[src/hdl/dmsr_consts.svh]
// offsets, field positions and timing constants of the drive monitor register bank
`ifndef DMSR_CONSTS_SVH
`define DMSR_CONSTS_SVH
`define DMSR_ADDR_W 16
`define DMSR_DATA_W 16
`define DMSR_OFF_INPUTS 16'h002b
`define DMSR_OFF_STATUS 16'h002c
`define DMSR_OFF_OUTPUTS 16'h002d
`define DMSR_OFF_DC_BUS 16'h0031
`define DMSR_OFF_LOOP_FB 16'h0038
`define DMSR_OFF_LOOP_IN 16'h0039
`define DMSR_OFF_LOOP_OUT 16'h003a
`define DMSR_OFF_CPU_SW 16'h003b
`define DMSR_OFF_FLASH_SW 16'h003c
`define DMSR_OFF_LINK_ERR 16'h003d
`define DMSR_OFF_CAPACITY 16'h003e
`define DMSR_OFF_CTRL_METHOD 16'h003f
`define DMSR_RANGE_LO 16'h002b
`define DMSR_RANGE_HI 16'h003f
`define DMSR_INPUT_COUNT 7
`define DMSR_OUTPUT_COUNT 2
`define DMSR_LINK_ERR_COUNT 7
`define DMSR_LINK_ERR_MASK 7'h7b
`define DMSR_ST_RUN 0
`define DMSR_ST_ZERO_SPEED 1
`define DMSR_ST_FREQ_AGREE 2
`define DMSR_ST_DESIRED_AGREE 3
`define DMSR_ST_FREQ_LE 4
`define DMSR_ST_FREQ_GE 5
`define DMSR_ST_STARTUP_DONE 6
`define DMSR_ST_LOW_VOLTAGE 7
`define DMSR_ST_REF_SRC 9
`define DMSR_ST_RUN_SRC 10
`define DMSR_ST_OVERTORQUE 11
`define DMSR_ST_REF_LOST 12
`define DMSR_ST_RETRY 13
`define DMSR_ST_ERROR 14
`define DMSR_ST_LINK_TIMEOUT 15
`define DMSR_ERR_TIMEOUT_BIT 6
`define DMSR_SAMPLE_NS 1000
`define DMSR_CLK_NS 25
`define DMSR_SAMPLE_CYCLES (`DMSR_SAMPLE_NS / `DMSR_CLK_NS)
`endif

[src/hdl/dmsr_pkg.sv]
// types shared by the drive monitor register bank
`default_nettype none
package dmsr_pkg;
	typedef struct packed {
		logic run;
		logic zero_speed;
		logic freq_agree;
		logic desired_agree;
		logic startup_done;
		logic low_voltage;
		logic ref_from_other;
		logic run_from_other;
		logic overtorque;
		logic ref_lost;
		logic retrying;
		logic fault;
	} dmsr_drive_flags_s;
	typedef struct packed {
		logic [15:0] dc_bus;
		logic [15:0] loop_fb;
		logic [15:0] loop_in;
		logic [15:0] loop_out;
		logic [15:0] out_freq;
		logic [15:0] detect_level;
	} dmsr_levels_s;
	typedef struct packed {
		logic [15:0] cpu_sw;
		logic [15:0] flash_sw;
		logic [15:0] capacity;
		logic [15:0] ctrl_method;
	} dmsr_ident_s;
	typedef enum logic [1:0] {
		DMSR_IDLE = 2'b01,
		DMSR_ANSWER = 2'b10
	} dmsr_read_e;
endpackage
`default_nettype wire

[src/hdl/dmsr_err_latch.sv]
// sticky communication error flags, held until a fault reset
`timescale 1ns/1ps
`default_nettype none
module dmsr_err_latch #(
	parameter int WIDTH = 7
) (
	// clock and reset
	input wire logic i_clk,
	input wire logic i_reset_n,
	// events and clear
	input wire logic [WIDTH-1:0] i_set,
	input wire logic i_clear,
	// held flags
	output logic [WIDTH-1:0] o_flags
);
	logic [WIDTH-1:0] flags_ff;
	logic [WIDTH-1:0] nxt_flags;
	genvar g;
	generate
		for (g = 0; g < WIDTH; g++)
		begin : g_bit
			// set beats clear so an event in the clear cycle survives
			always_comb
			begin
				nxt_flags[g] = i_set[g] | (flags_ff[g] & ~i_clear);
			end
		end
	endgenerate
	always_ff @(posedge i_clk or negedge i_reset_n)
	begin
		if (!i_reset_n)
			flags_ff <= '0;
		else
			flags_ff <= nxt_flags;
	end
	assign o_flags = flags_ff;
endmodule // dmsr_err_latch
`default_nettype wire

[src/hdl/dmsr_monitor_regs.sv]
// read-only monitor register bank of the motor drive
//
// What this block does
// - input status word bits 0..6 show terminals one..seven, 1 on; rest zero.
// - status bits 0..3: operating, zero speed, frequency agree, desired agree.
// - bit 4 when output frequency <= detection level, bit 5 when >=.
// - bit 6 startup completed, bit 7 low voltage detected.
// - bit 9 reference source, bit A run source; 0 communication, 1 other.
// - bit B overtorque, bit C reference lost, bit D retrying error.
// - bit E set on a drive fault or a link time-out; other link errors leave it clear.
// - bit F set on link time-out.
// - output word bit 0 contact one, bit 1 contact two, 1 on.
// - DC bus voltage readable as a monitor word.
// - loop feedback unsigned, ten counts per percent.
// - loop input and output signed, ten counts per percent.
// - link error flags latch until fault reset, accepted while operating.
// - monitor registers are read-only; writes change nothing.
`timescale 1ns/1ps
`default_nettype none
`include "dmsr_consts.svh"
module dmsr_monitor_regs #(
	parameter int SAMPLE_CYCLES = `DMSR_SAMPLE_CYCLES
) (
	// clock and reset
	input wire logic i_clk,
	input wire logic i_reset_n,
	// drive state
	input wire logic [`DMSR_INPUT_COUNT-1:0] i_input_terminals,
	input wire logic [`DMSR_OUTPUT_COUNT-1:0] i_output_contacts,
	input wire dmsr_pkg::dmsr_drive_flags_s i_flags,
	input wire dmsr_pkg::dmsr_levels_s i_levels,
	input wire dmsr_pkg::dmsr_ident_s i_ident,
	// link error events and fault reset
	input wire logic [`DMSR_LINK_ERR_COUNT-1:0] i_link_err,
	input wire logic i_fault_reset,
	// register port from the serial slave
	input wire logic i_rd,
	input wire logic i_wr,
	input wire logic [`DMSR_ADDR_W-1:0] i_addr,
	output logic o_ack,
	output logic o_hit,
	output logic [`DMSR_DATA_W-1:0] o_rdata
);
	////////////////////////////////////////////////////////////////////////
	// sampling tick
	logic [15:0] tick_cnt_ff;
	logic [15:0] nxt_tick_cnt;
	logic tick;
	always_comb
	begin
		tick = (tick_cnt_ff == 16'(SAMPLE_CYCLES - 1));
		nxt_tick_cnt = tick ? 16'h0000 : tick_cnt_ff + 16'h0001;
	end
	always_ff @(posedge i_clk or negedge i_reset_n)
	begin
		if (!i_reset_n)
			tick_cnt_ff <= 16'h0000;
		else
			tick_cnt_ff <= nxt_tick_cnt;
	end

	////////////////////////////////////////////////////////////////////////
	// error latch
	logic [`DMSR_LINK_ERR_COUNT-1:0] err_flags;
	dmsr_err_latch #(
		.WIDTH(`DMSR_LINK_ERR_COUNT)
	) u_err (
		.i_clk(i_clk),
		.i_reset_n(i_reset_n),
		.i_set(i_link_err & 7'(`DMSR_LINK_ERR_MASK)),
		.i_clear(i_fault_reset),
		.o_flags(err_flags)
	);

	////////////////////////////////////////////////////////////////////////
	// sampled snapshot; reads see a coherent set taken on each tick
	logic [15:0] inputs_ff, status_ff, outputs_ff, dc_ff, fb_ff, in_ff, out_ff;
	logic [15:0] nxt_inputs, nxt_status, nxt_outputs, nxt_dc, nxt_fb, nxt_in, nxt_out;
	logic timeout;
	always_comb
	begin
		timeout = err_flags[`DMSR_ERR_TIMEOUT_BIT];
		nxt_inputs = inputs_ff;
		nxt_status = status_ff;
		nxt_outputs = outputs_ff;
		nxt_dc = dc_ff;
		nxt_fb = fb_ff;
		nxt_in = in_ff;
		nxt_out = out_ff;
		if (tick)
		begin
			nxt_inputs = {9'h000, i_input_terminals};
			nxt_status = 16'h0000;
			nxt_status[`DMSR_ST_RUN] = i_flags.run;
			nxt_status[`DMSR_ST_ZERO_SPEED] = i_flags.zero_speed;
			nxt_status[`DMSR_ST_FREQ_AGREE] = i_flags.freq_agree;
			nxt_status[`DMSR_ST_DESIRED_AGREE] = i_flags.desired_agree;
			nxt_status[`DMSR_ST_FREQ_LE] =
				(i_levels.out_freq <= i_levels.detect_level);
			nxt_status[`DMSR_ST_FREQ_GE] =
				(i_levels.out_freq >= i_levels.detect_level);
			nxt_status[`DMSR_ST_STARTUP_DONE] = i_flags.startup_done;
			nxt_status[`DMSR_ST_LOW_VOLTAGE] = i_flags.low_voltage;
			nxt_status[`DMSR_ST_REF_SRC] = i_flags.ref_from_other;
			nxt_status[`DMSR_ST_RUN_SRC] = i_flags.run_from_other;
			nxt_status[`DMSR_ST_OVERTORQUE] = i_flags.overtorque;
			nxt_status[`DMSR_ST_REF_LOST] = i_flags.ref_lost;
			nxt_status[`DMSR_ST_RETRY] = i_flags.retrying;
			nxt_status[`DMSR_ST_ERROR] = i_flags.fault | timeout;
			nxt_status[`DMSR_ST_LINK_TIMEOUT] = timeout;
			nxt_outputs = {14'h0000, i_output_contacts};
			nxt_dc = i_levels.dc_bus;
			nxt_fb = i_levels.loop_fb;
			nxt_in = i_levels.loop_in;
			nxt_out = i_levels.loop_out;
		end
	end
	always_ff @(posedge i_clk or negedge i_reset_n)
	begin
		if (!i_reset_n)
		begin
			inputs_ff <= 16'h0000;
			status_ff <= 16'h0000;
			outputs_ff <= 16'h0000;
			dc_ff <= 16'h0000;
			fb_ff <= 16'h0000;
			in_ff <= 16'h0000;
			out_ff <= 16'h0000;
		end
		else
		begin
			inputs_ff <= nxt_inputs;
			status_ff <= nxt_status;
			outputs_ff <= nxt_outputs;
			dc_ff <= nxt_dc;
			fb_ff <= nxt_fb;
			in_ff <= nxt_in;
			out_ff <= nxt_out;
		end
	end

	////////////////////////////////////////////////////////////////////////
	// read port: one-cycle answer, writes acknowledged but ignored
	dmsr_pkg::dmsr_read_e state_ff, nxt_state;
	logic [15:0] rdata_ff, nxt_rdata;
	logic hit_ff, nxt_hit;
	logic in_range;
	always_comb
	begin
		in_range = (i_addr >= `DMSR_RANGE_LO) && (i_addr <= `DMSR_RANGE_HI);
		nxt_state = dmsr_pkg::DMSR_IDLE;
		nxt_rdata = rdata_ff;
		nxt_hit = hit_ff;
		unique case (state_ff)
			dmsr_pkg::DMSR_IDLE:
			begin
				if (i_rd || i_wr)
				begin
					nxt_state = dmsr_pkg::DMSR_ANSWER;
					nxt_hit = in_range;
					nxt_rdata = 16'h0000;
					if (i_rd)
					begin
						unique case (i_addr)
							`DMSR_OFF_INPUTS: nxt_rdata = inputs_ff;
							`DMSR_OFF_STATUS: nxt_rdata = status_ff;
							`DMSR_OFF_OUTPUTS: nxt_rdata = outputs_ff;
							`DMSR_OFF_DC_BUS: nxt_rdata = dc_ff;
							`DMSR_OFF_LOOP_FB: nxt_rdata = fb_ff;
							`DMSR_OFF_LOOP_IN: nxt_rdata = in_ff;
							`DMSR_OFF_LOOP_OUT: nxt_rdata = out_ff;
							`DMSR_OFF_CPU_SW: nxt_rdata = i_ident.cpu_sw;
							`DMSR_OFF_FLASH_SW: nxt_rdata = i_ident.flash_sw;
							`DMSR_OFF_LINK_ERR: nxt_rdata = {9'h000, err_flags};
							`DMSR_OFF_CAPACITY: nxt_rdata = i_ident.capacity;
							`DMSR_OFF_CTRL_METHOD: nxt_rdata = i_ident.ctrl_method;
							default: nxt_rdata = 16'h0000;
						endcase
					end
					// a write stores nothing
				end
			end
			dmsr_pkg::DMSR_ANSWER:
				nxt_state = dmsr_pkg::DMSR_IDLE;
			default:
				nxt_state = dmsr_pkg::DMSR_IDLE;
		endcase
	end
	always_ff @(posedge i_clk or negedge i_reset_n)
	begin
		if (!i_reset_n)
		begin
			state_ff <= dmsr_pkg::DMSR_IDLE;
			rdata_ff <= 16'h0000;
			hit_ff <= 1'b0;
		end
		else
		begin
			state_ff <= nxt_state;
			rdata_ff <= nxt_rdata;
			hit_ff <= nxt_hit;
		end
	end
	assign o_ack = (state_ff == dmsr_pkg::DMSR_ANSWER);
	assign o_hit = hit_ff;
	assign o_rdata = rdata_ff;
endmodule // dmsr_monitor_regs
`default_nettype wire

[config.mk]
export PLATFORM = sky130hd
export DESIGN_NAME = dmsr_monitor_regs
export DESIGN_NICKNAME = d
export VERILOG_FILES = /design/src/hdl/dmsr_pkg.sv /design/src/hdl/dmsr_err_latch.sv /design/src/hdl/dmsr_monitor_regs.sv
export VERILOG_INCLUDE_DIRS = /design/src /design/src/hdl
export SDC_FILE = /design/constraint.sdc
export NUM_CORES = 1
export LEC_CHECK = 0
export BUFFER_PORTS_ARGS = -buffer_cell sky130_fd_sc_hd__buf_4
export CELL_PAD_IN_SITES_DETAIL_PLACEMENT = 0
export CELL_PAD_IN_SITES_GLOBAL_PLACEMENT = 1
export CORE_MARGIN = 1
export CORE_UTILIZATION = 32
export DETAILED_ROUTE_END_ITERATION = 8
export PLACE_DENSITY_LB_ADDON = 0.1
export SYNTH_ARGS = -nofsm -noshare
export SYNTH_HDL_FRONTEND = slang
export SYNTH_SLANG_ARGS = --single-unit
export TNS_END_PERCENT = 30
[constraint.sdc]
create_clock -name i_clk -period 2.1 [get_ports i_clk]
set_input_delay 0.42 -clock i_clk [delete_from_list [all_inputs] [get_ports i_clk]]
set_output_delay 0.42 -clock i_clk [all_outputs]
set_load 0.02 [all_outputs]
==> results of run 1 <==
how the worst min path moves through the flow:
stage / startpoint / endpoint / slack (ps) / cells past startpoint
6_report: i_reset_n / in_ff[3]$_DFFE_PN0N_ / 20 / 2
4_1_cts: i_reset_n / in_ff[1]$_DFFE_PN0N_ / 60 / 2
3_3_place_gp: tick_cnt_ff[0]$_DFF_PN0_ / tick_cnt_ff[0]$_DFF_PN0_ / 450 / 1
5_1_grt: i_reset_n / in_ff[1]$_DFFE_PN0N_ / 80 / 2
3_5_place_dp: tick_cnt_ff[0]$_DFF_PN0_ / tick_cnt_ff[0]$_DFF_PN0_ / 460 / 1
2_1_floorplan: i_reset_n / dc_ff[0]$_DFFE_PN0N_ / 120 / 0
where the power goes:
| group | internal (W) | leakage (nW) | switching (W) |
|---|---|---|---|
| clock network | 0.00193 | 0.288 | 0.00111 |
| logic | 0.000470 | 3.07 | 0.000419 |
| registers | 0.00263 | 1.58 | 0.0000778 |
| total | 0.00502 | 4.93 | 0.00161 |
repair_timing:
action | CTS | global route
hold buffers | 0 | 0
gates resized for setup | 2 | 15
pin swaps | 0 | 10
endpoints found under the setup margin | 3 | 16
layer usage:
layer / share of wire, % / wire length, um
met5: 0 / 0
met4: 2.4 / 573
met3: 5.0 / 1170
met2: 48 / 11300
met1: 45 / 10500
metrics by stage:
stage               cells  TNS [ps]  cell area (um2)  util [%]  hold slack [ps]
floorplan             760     -4460             6710         -              124
global placement     1290     -6030             9250      45.4              449
detailed placement   1290     -6490             9250      45.4              456
CTS                  1322     -7.52             9860      48.4             64.3
global route         1322      -494             9950      48.8             78.3
finish               1322     -60.9             9950      48.8             20.6
final cells by class:
type,instances,area (um2)
clock buffer,23,468
sequential,130,3250
multi-input combinational,568,3280
tap,270,338
inverter,21,78.8
timing repair buffer,301,2400
clock inverter,9,129
fill,2042,10400
cells in the final DEF, fill, tap and decap left out, drive strengths merged, types with 3 or more instances in the layout:
master  Yosys  final
a31oi       4      4
dfrtp     129    129
o21ai      10     10
nand2     303    303
a22o       10     10
mux2        3      3
a21oi       7      7
a22oi      21     21
nor2       22     22
clkbuf     30     23
bufinv      0      3
mux2i       4      4
a221o      13     13
inv        21     22
a221oi     26     26
and2       14     14
nand4       6      6
xor2        5      5
nor3       14     14
buf        11    301
clkinv      0      3
xnor2       9      9
nor2b       9      9
a21o        8      8
or4         3      3
a32oi       7      7
nor4        6      6
ha         17     17
and3        4      4
nand3      10     10
a21boi      4      4
cell families after synthesis:
family,Yosys count
and+or+nand+nor,405
DFF,130
AOI/OAI and AO/OA,125
buffers and inverters,62
adders and majority gates,17
xor gates and xnor gates,14
muxes,7
sequential cells by signal (all words and copies together) (netlist names):
signal	cells
dc_ff	16
fb_ff	16
in_ff	16
inputs_ff	7
o_hit	1
o_rdata	16
out_ff	16
outputs_ff	2
state_ff	2
status_ff	15
tick_cnt_ff	16
u_err.o_flags	7
==> impl_metrics.yaml, run 1 <==
run_status:
  violations: "negative setup slack"
  status: "finished with violations"
floorplanning:
  io_pins: 227
  dieHeight_um: 147
  core_um2: 20400
  dieWidth_um: 147
  start_util_pct: 32.8
  die_area_um2: 21500
  placementRows: 52
clocking:
  cts_buffer_depth: 2
  clk_pin_slew_ps: 60
  cts-root-buf: "clkbuf_16"
  numClockSinks: 130
  cts_setup_buffers: 0
  cts_buffers: 17
  cts_tree: "built"
  clock_latency_ps: 420
  htree_num_levels: 4
detailed_routing:
  vias: 6551
  wire_per_inst_um: 17.8
  drtIter0Drc: 323
  drt_pre_antenna_iters: 5
  post-route-drc-count: 0
  ant_nets: 0
  wl_um: 23500
  drt-vias-per-instance: 4.96
synth:
  synthAdderAreaFrac_pct: 3.18
  synthTopCellsByCount: "nand2_1 (303), dfrtp_1 (129), clkbuf_1 (30)"
  synth-simple-area-share_pct: 26.4
  synth_compound_area_share_pct: 14.9
  yosysMostFrequentCell: "nand2_1"
  yosys_warnings: 0
  muxShareOfSynthArea_pct: 1.10
  synth_area_um2: 6680
  synth_edf_count: 0
  asyncSetResetFlopFracSynth_pct: 100
  syn_inst: 760
  syn_nets: 986
  synth_area_leaders: "dfrtp_1 (48%), nand2_1 (17%), a221oi_1 (3.4%)"
  synth_top_cell_by_area: "dfrtp_1"
  synth_top_area_share_pct: 48.3
  avgSynthCellArea_um2: 8.79
  ys_seq_area_share_pct: 48.7
  synth_cell_types: 59
  synthFlopType: "dfrtp_1"
  synth_xor_area_share_pct: 1.83
  ys_ff_latch: 130
  synth_top_family_by_area: "simple AND/OR/NAND/NOR gates"
timing:
  skew_ps: 11.7
  period_share_pct: 102
  tightest_slew_ps: 652
  clock.fmax_mhz: 465
  drv_slew: 0
  finalSetupViolations: 2
  slew_headroom_pct: 56.5
  hold_violations: 0
  worst_slack_ps: -49.7
  period_needed_ps: 2150
  rsz0062_at_grt: "true"
power:
  p_leak_nw: 4.93
  ir_worst_vdd_mv: 0.452
  power.density_nw_per_um2: 667
  fin_total_pwr_w: 0.00663
critical_path:
  cp-end-kind: "flip-flop"
  worst-path-buf-inv: 2
  r2r_end: "o_rdata[9]$_DFFE_PN0P_"
  critPathMaxFanout: 6
  cp.depth: 8
  slowest_delay_ps: 620
  cp_common_cell: "buf_4"
  setup.worst_path.start_class: "primary input"
  critical-path-top-delay-family: "simple AND/OR/NAND/NOR gates"
  timing.rr.start: "state_ff[0]$_DFF_PN1_"
  endpoint: "o_rdata[8]$_DFFE_PN0P_"
  critical_path_class: "in -> reg"
  r2r_slack_ps: 150
  cp_slowest_cell: "or4_4"
  arrival_ps: 2490
  critical_path_required_ps: 2440
  r2r_cells: 7
  critPathLaunch: "i_addr[7]"
  worstPathCellList: "buf_4, or3b_2, or4_4, nor4_4, buf_4, a22o_1, a211oi_2, a22oi_1"
final_layout:
  n_antenna_cell: 0
  area_delta_synth_final_pct: 48.8
  layout-drive-gt1-share_pct: 33.7
  fin_nets: 1265
global_route:
  overflow: 0
  grt_pass1_wl_um: 37000
  use_met1_pct: 30.0
  antenna_found_initial: 0
  grt_util_met2_pct: 37.0
  grt_usage_pct: 22.8
  busiest_layer: "met2"
  grtUsageMet3_pct: 4.66
  grt_pass1_vias: 6682
  grt_max_degree: 88
placement:
  hpwlAfterDp_um: 18400
  numPortBuffers: 225
  place_ws_ps: -459
  gp_congestion: 0.835
flow_run:
  maxCapViolCount: 0
worst_hold_path:
  hold_path_class: "in -> async"
Note: power is estimated with default switching activity, not from simulation.
==> run 2: changes to the inputs <==
Settings changed: ABC_AREA set to 1.
==> impl_metrics.yaml, run 2 <==
run_status:
  status: "finished clean"
global_route:
  grt_pass1_wl_um: 38000
  use_met1_pct: 29.7
  grt_max_degree: 101
  grt_pass1_vias: 7010
  busiest_layer: "met2"
  grtUsageMet3_pct: 5.70
  grt_util_met2_pct: 31.8
  antenna_found_initial: 0
  grt_usage_pct: 21.1
  overflow: 0
power:
  pwr-share-clk_pct: 47.5
  p_seq_share_pct: 41.2
  p_leak_nw: 5.55
  power.switching_w: 0.00160
  p_int_w: 0.00493
  comb_power_share_pct: 11.3
  power.density_nw_per_um2: 658
  ir_worst_vdd_mv: 0.439
  p_sw_share_pct: 24.5
final_layout:
  layout-drive-gt1-share_pct: 23.9
  area_delta_synth_final_pct: 35.9
  area.sequential_um2: 3250
  nFillCells: 2338
  final_common_cell: "nand2_1"
  design_area_um2: 9920
  final_cell_mix: "nand2_1 (383), buf_4 (236), nand3_1 (176), dfrtp_1 (129), nor2_1 (90)"
  multiInputGateArea_um2: 3480
  fin_nets: 1446
  n_antenna_cell: 0
placement:
  dpl-instance-area_um2: 9310
  gp_congestion: 0.803
  numPortBuffers: 225
  hpwlAfterDp_um: 17500
timing:
  tightest_slew_ps: 544
  clock.fmax_mhz: 567
  period_needed_ps: 1760
  drv_slew: 0
  fin_setup_tns_ps: 0
  hold_violations: 0
  rsz0062_at_grt: "false"
  slew_headroom_pct: 63.5
  skew_ps: 10.2
  finalSetupViolations: 0
  period_share_pct: 84.0
floorplanning:
  dieHeight_um: 153
  placementRows: 54
  io_pins: 227
  die_area_um2: 23400
  start_util_pct: 33.1
  dieWidth_um: 153
  core_um2: 22100
detailed_routing:
  wl_um: 23600
  drt_pre_antenna_iters: 5
  vias: 7045
  wire_per_inst_um: 15.6
  post-route-drc-count: 0
  ant_nets: 0
  drtIter0Drc: 501
  drt-vias-per-instance: 4.66
critical_path:
  setup.worst_path.start_class: "flip-flop"
  cp-end-kind: "flip-flop"
  critical_path_required_ps: 2460
  critical_path_class: "reg -> reg"
  critPathMaxFanout: 100
  arrival_ps: 2120
synth:
  ys_seq_area_share_pct: 44.6
  synth_top_area_share_pct: 44.2
  ys_ff_latch: 130
  yosysMostFrequentCell: "nand2_1"
  synthTopCellsByCount: "nand2_1 (384), nand3_1 (176), dfrtp_1 (129)"
  synth_edf_count: 0
  yosys_warnings: 0
  avgSynthCellArea_um2: 7.27
  synth_top_cell_by_area: "dfrtp_1"
  synth_area_um2: 7300
  syn_nets: 1230
  syn_inst: 1004
  synth_area_leaders: "dfrtp_1 (44%), nand2_1 (20%), nand3_1 (12%)"
  asyncSetResetFlopFracSynth_pct: 100
  synthFlopType: "dfrtp_1"
  synth_cell_types: 29
clocking:
  clk_pin_slew_ps: 60
  clock_latency_ps: 430
  cts-root-buf: "clkbuf_16"
  cts_setup_buffers: 0
  cts_buffers: 17
  htree_num_levels: 4
  cts_tree: "built"
  cts_buffer_depth: 2
  numClockSinks: 130
flow_run:
  maxCapViolCount: 0
worst_hold_path:
  hold_path_class: "in -> reg"
## run 2: cell count changes after synthesis, sizes merged, moves of 9 or more
cell	change
nand3	+166
nand2	+84
nor2	+82
inv	+58
buf	+33
a221oi	-26
clkbuf	-26
a22oi	-21
and2	-14
a221o	-13
nor3	-11
o21ai	+11
a22o	-10
nor2b	-9
## run 2: cell families (layout without fill, tap and decap cells)
family / Yosys count / after routing / synth area share, %
DFF: 130 / 130 / 44.6
adders and majority gates: 17 / 17 / 2.91
AOI/OAI and AO/OA: 42 / 42 / 3.22
buffers and inverters: 128 / 356 / 7.92
xor gates and xnor gates: 5 / 5 / 0.600
and+or+nand+nor: 682 / 682 / 40.8
## run 2: per-stage QoR
step	power, W	hold slack (ps)	cells	util (%)	setup WS, ps
4_1_cts	0.00661	173	1512	44.9	316
6_report	0.00653	181	1512	44.9	336
3_3_place_gp	0.00347	388	1480	42.1	104
2_1_floorplan	0.00300	124	1004	-	621
3_5_place_dp	0.00348	382	1480	42.1	71.3
5_1_grt	0.00679	181	1512	44.9	123
## run 2: layout make-up
type / instances / area share [%]
clock inverters: 11 / 1.54
well taps: 280 / 3.53
repair buffers: 245 / 19.5
flip-flops and latches: 130 / 32.8
clock buffers: 20 / 4.60
multi-input cells: 746 / 35.0
inverters: 80 / 3.03
## run 2: final timing paths
| check | startpoint | to | slack (ps) | cells after the start |
|---|---|---|---|---|
| max | tick_cnt_ff[0]$_DFF_PN0_ | fb_ff[0]$_DFFE_PN0N_ | 340 | 10 |
| min | i_flags[7] | status_ff[6]$_DFFE_PN0N_ | 180 | 3 |
| max reg2reg | tick_cnt_ff[0]$_DFF_PN0_ | fb_ff[0]$_DFFE_PN0N_ | 340 | 10 |
| min reg2reg | tick_cnt_ff[0]$_DFF_PN0_ | tick_cnt_ff[0]$_DFF_PN0_ | 470 | 1 |
| max in group asynchronous | i_reset_n | o_hit$_DFFE_PN0P_ | 960 | 3 |
| min in group asynchronous | i_reset_n | u_err.o_flags[5]$_DFF_PN0_ | 500 | 2 |
## run 2: critical path: stages, from the launching register on
cell and delay [ps]:
dfrtp_1 370, ha_1 170, nand2_1 90, inv_2 80, nand3_1 60, nor2_1 110
nand2_2 100, inv_2 90, buf_12 340, nand2_1 170, nand2_1 80
## run 2: layer usage
layer	vias to the layer above	share of wire [%]
li1	3602	-
met1	3207	49
met2	213	44
met3	23	6.3
met4	0	1.3
met5	-	0
## run 2: repair_timing
| action | in CTS | in global routing |
|---|---|---|
| endpoints found under the setup margin | 0 | 0 |
| resized for setup | 0 | 0 |
| hold endpoints to repair | 39 | 0 |
| hold buffers | 1 | 0 |
## run 2: power by group through the flow
stage                     Clock, W  Combinational [W]  Sequential [W]
after floorplan                  0           0.000285         0.00272
after global placement           0           0.000741         0.00273
after detailed placement         0           0.000748         0.00273
after CTS                  0.00317           0.000753         0.00269
after global routing       0.00327           0.000822         0.00270
final                      0.00310           0.000741         0.00269
==> run 3: changes to the inputs <==
Clock period 2.1 ns to 1.45 ns, I/O delays scaled along.
==> impl_metrics.yaml, run 3 (synthesized netlist as in run 2, its figures left out) <==
final_layout:
  layout-drive-gt1-share_pct: 32.4
  fin_nets: 1519
  final_cell_mix: "nand2_1 (352), buf_4 (274), nand3_1 (173), dfrtp_1 (129), nor2_1 (78)"
  final_common_cell: "nand2_1"
  finalCoreUtilization_pct: 49.8
  final_cells: 1585
  area_delta_synth_final_pct: 50.6
  nFillCells: 2243
clocking:
  htree_num_levels: 4
  cts-root-buf: "clkbuf_16"
  numClockSinks: 130
  clock_latency_ps: 420
  clk_pin_slew_ps: 60
  cts_tree: "built"
  cts_buffers: 17
  cts_buffer_depth: 2
timing:
  rsz0062_at_grt: "true"
  finalSetupViolations: 101
  slew_headroom_pct: 75.4
  period_needed_ps: 1670
  hold_violations: 0
  hold_slack_ps: 55.6
  tightest_slew_ps: 368
  skew_ps: 10.1
  worst_slack_ps: -223
  clock.fmax_mhz: 598
  drv_slew: 0
  period_share_pct: 115
floorplanning:
  core_um2: 22100
  placementRows: 54
  die_area_um2: 23400
  dieWidth_um: 153
  start_util_pct: 33.1
  io_pins: 227
  dieHeight_um: 153
run_status:
  status: "finished with violations"
  violations: "negative setup slack"
detailed_routing:
  drt-vias-per-instance: 4.71
  vias: 7460
  wl_um: 26200
  wire_per_inst_um: 16.5
  drtIter0Drc: 493
  post-route-drc-count: 0
  ant_nets: 0
  drt_pre_antenna_iters: 5
critical_path:
  critPathMaxFanout: 9
  critical_path_required_ps: 1760
  critical_path_class: "reg -> reg"
  arrival_ps: 1990
  cp-end-kind: "flip-flop"
  setup.worst_path.start_class: "flip-flop"
global_route:
  grt_max_degree: 35
  grt_pass1_wl_um: 40000
  overflow: 0
  grt_usage_pct: 22.6
  antenna_found_initial: 1
  grt_pass1_vias: 7173
worst_hold_path:
  hold_path_class: "in -> reg"
placement:
  numPortBuffers: 225
  place_inst: 1524
  place_ws_ps: -339
  gp_congestion: 0.809
  hpwlAfterDp_um: 19100
power:
  p_leak_nw: 6.06
  ir_worst_vdd_mv: 0.845
  fin_total_pwr_w: 0.00908
  power.density_nw_per_um2: 826
flow_run:
  maxCapViolCount: 0
run 3: changes by cell type in the layout (fill, tap and decap cells not counted), moves of 11 or more:
cell,change
buf_12,+15
buf_4,+38
nand2_1,-31
nand2_2,+29
nor2_1,-12
nor2_2,+11
run 3: worst max-delay path: stages, from the launching register on:
cell and delay [ps]:
dfrtp_1 360, ha_2 190, nand2_2 60, inv_2 70, nand3_2 60, nor2_2 100
nand2_2 130, buf_6 160, buf_12 140, clkbuf_16 170, nand2_1 70, nand2_1 50
run 3: metrics by stage:
stage          setup TNS (ps)  area [um2]
6_report               -17390       11000
5_1_grt                -29120       11000
4_1_cts                -19740       10800
3_5_place_dp           -26190        9720
3_3_place_gp           -25100        9720
2_1_floorplan               0        7300
run 3: per-layer routing:
| metal | GRT usage [%] | up-vias | share of wire (%) |
|---|---|---|---|
| met5 | 0 | - | 0 |
| met4 | 7.02 | 0 | 1.8 |
| met3 | 4.73 | 24 | 5.8 |
| met2 | 33.3 | 231 | 44 |
| met1 | 32.8 | 3438 | 49 |
| li1 | - | 3767 | - |
run 3: power by group:
| part | leakage [nW] | internal (W) | switching (W) | total (W) |
|---|---|---|---|---|
| sequential | 1.58 | 0.00381 | 0.000100 | 0.00391 |
| clock | 0.265 | 0.00237 | 0.00160 | 0.00397 |
| combinational | 4.22 | 0.000608 | 0.000593 | 0.00120 |
| total | 6.06 | 0.00679 | 0.00229 | 0.00908 |
run 3: worst paths after layout:
path	start	to	slack, ps	cells after the start
min reg2reg	status_ff[2]$_DFFE_PN0N_	status_ff[2]$_DFFE_PN0N_	470	2
min	i_levels[35]	out_ff[3]$_DFFE_PN0N_	60	3
max in group asynchronous	i_reset_n	state_ff[0]$_DFF_PN1_	540	3
max reg2reg	tick_cnt_ff[0]$_DFF_PN0_	in_ff[8]$_DFFE_PN0N_	-220	11
min in group asynchronous	i_reset_n	u_err.o_flags[5]$_DFF_PN0_	330	2
max	tick_cnt_ff[0]$_DFF_PN0_	in_ff[8]$_DFFE_PN0N_	-220	11
run 3: final cells by class:
class / count / area [um2] / area share, %
tap: 280 / 350 / 3.19
sequential: 130 / 3250 / 29.6
timing repair buffer: 318 / 2890 / 26.3
clock inverter: 10 / 88.8 / 0.808
clock buffer: 20 / 447 / 4.06
multi-input combinational: 746 / 3650 / 33.2
antenna: 1 / 2.50 / 0.0228
inverter: 80 / 308 / 2.80
run 3: what timing repair did:
| action | CTS | global route |
|---|---|---|
| cloned | 6 | 4 |
| pin swaps | 6 | 8 |
| resized for setup | 58 | 43 |
| endpoints found under the setup margin | 100 | 104 |
| endpoints found under the hold margin | 24 | 0 |
| hold buffers | 1 | 0 |
| setup buffers | 16 | 4 |
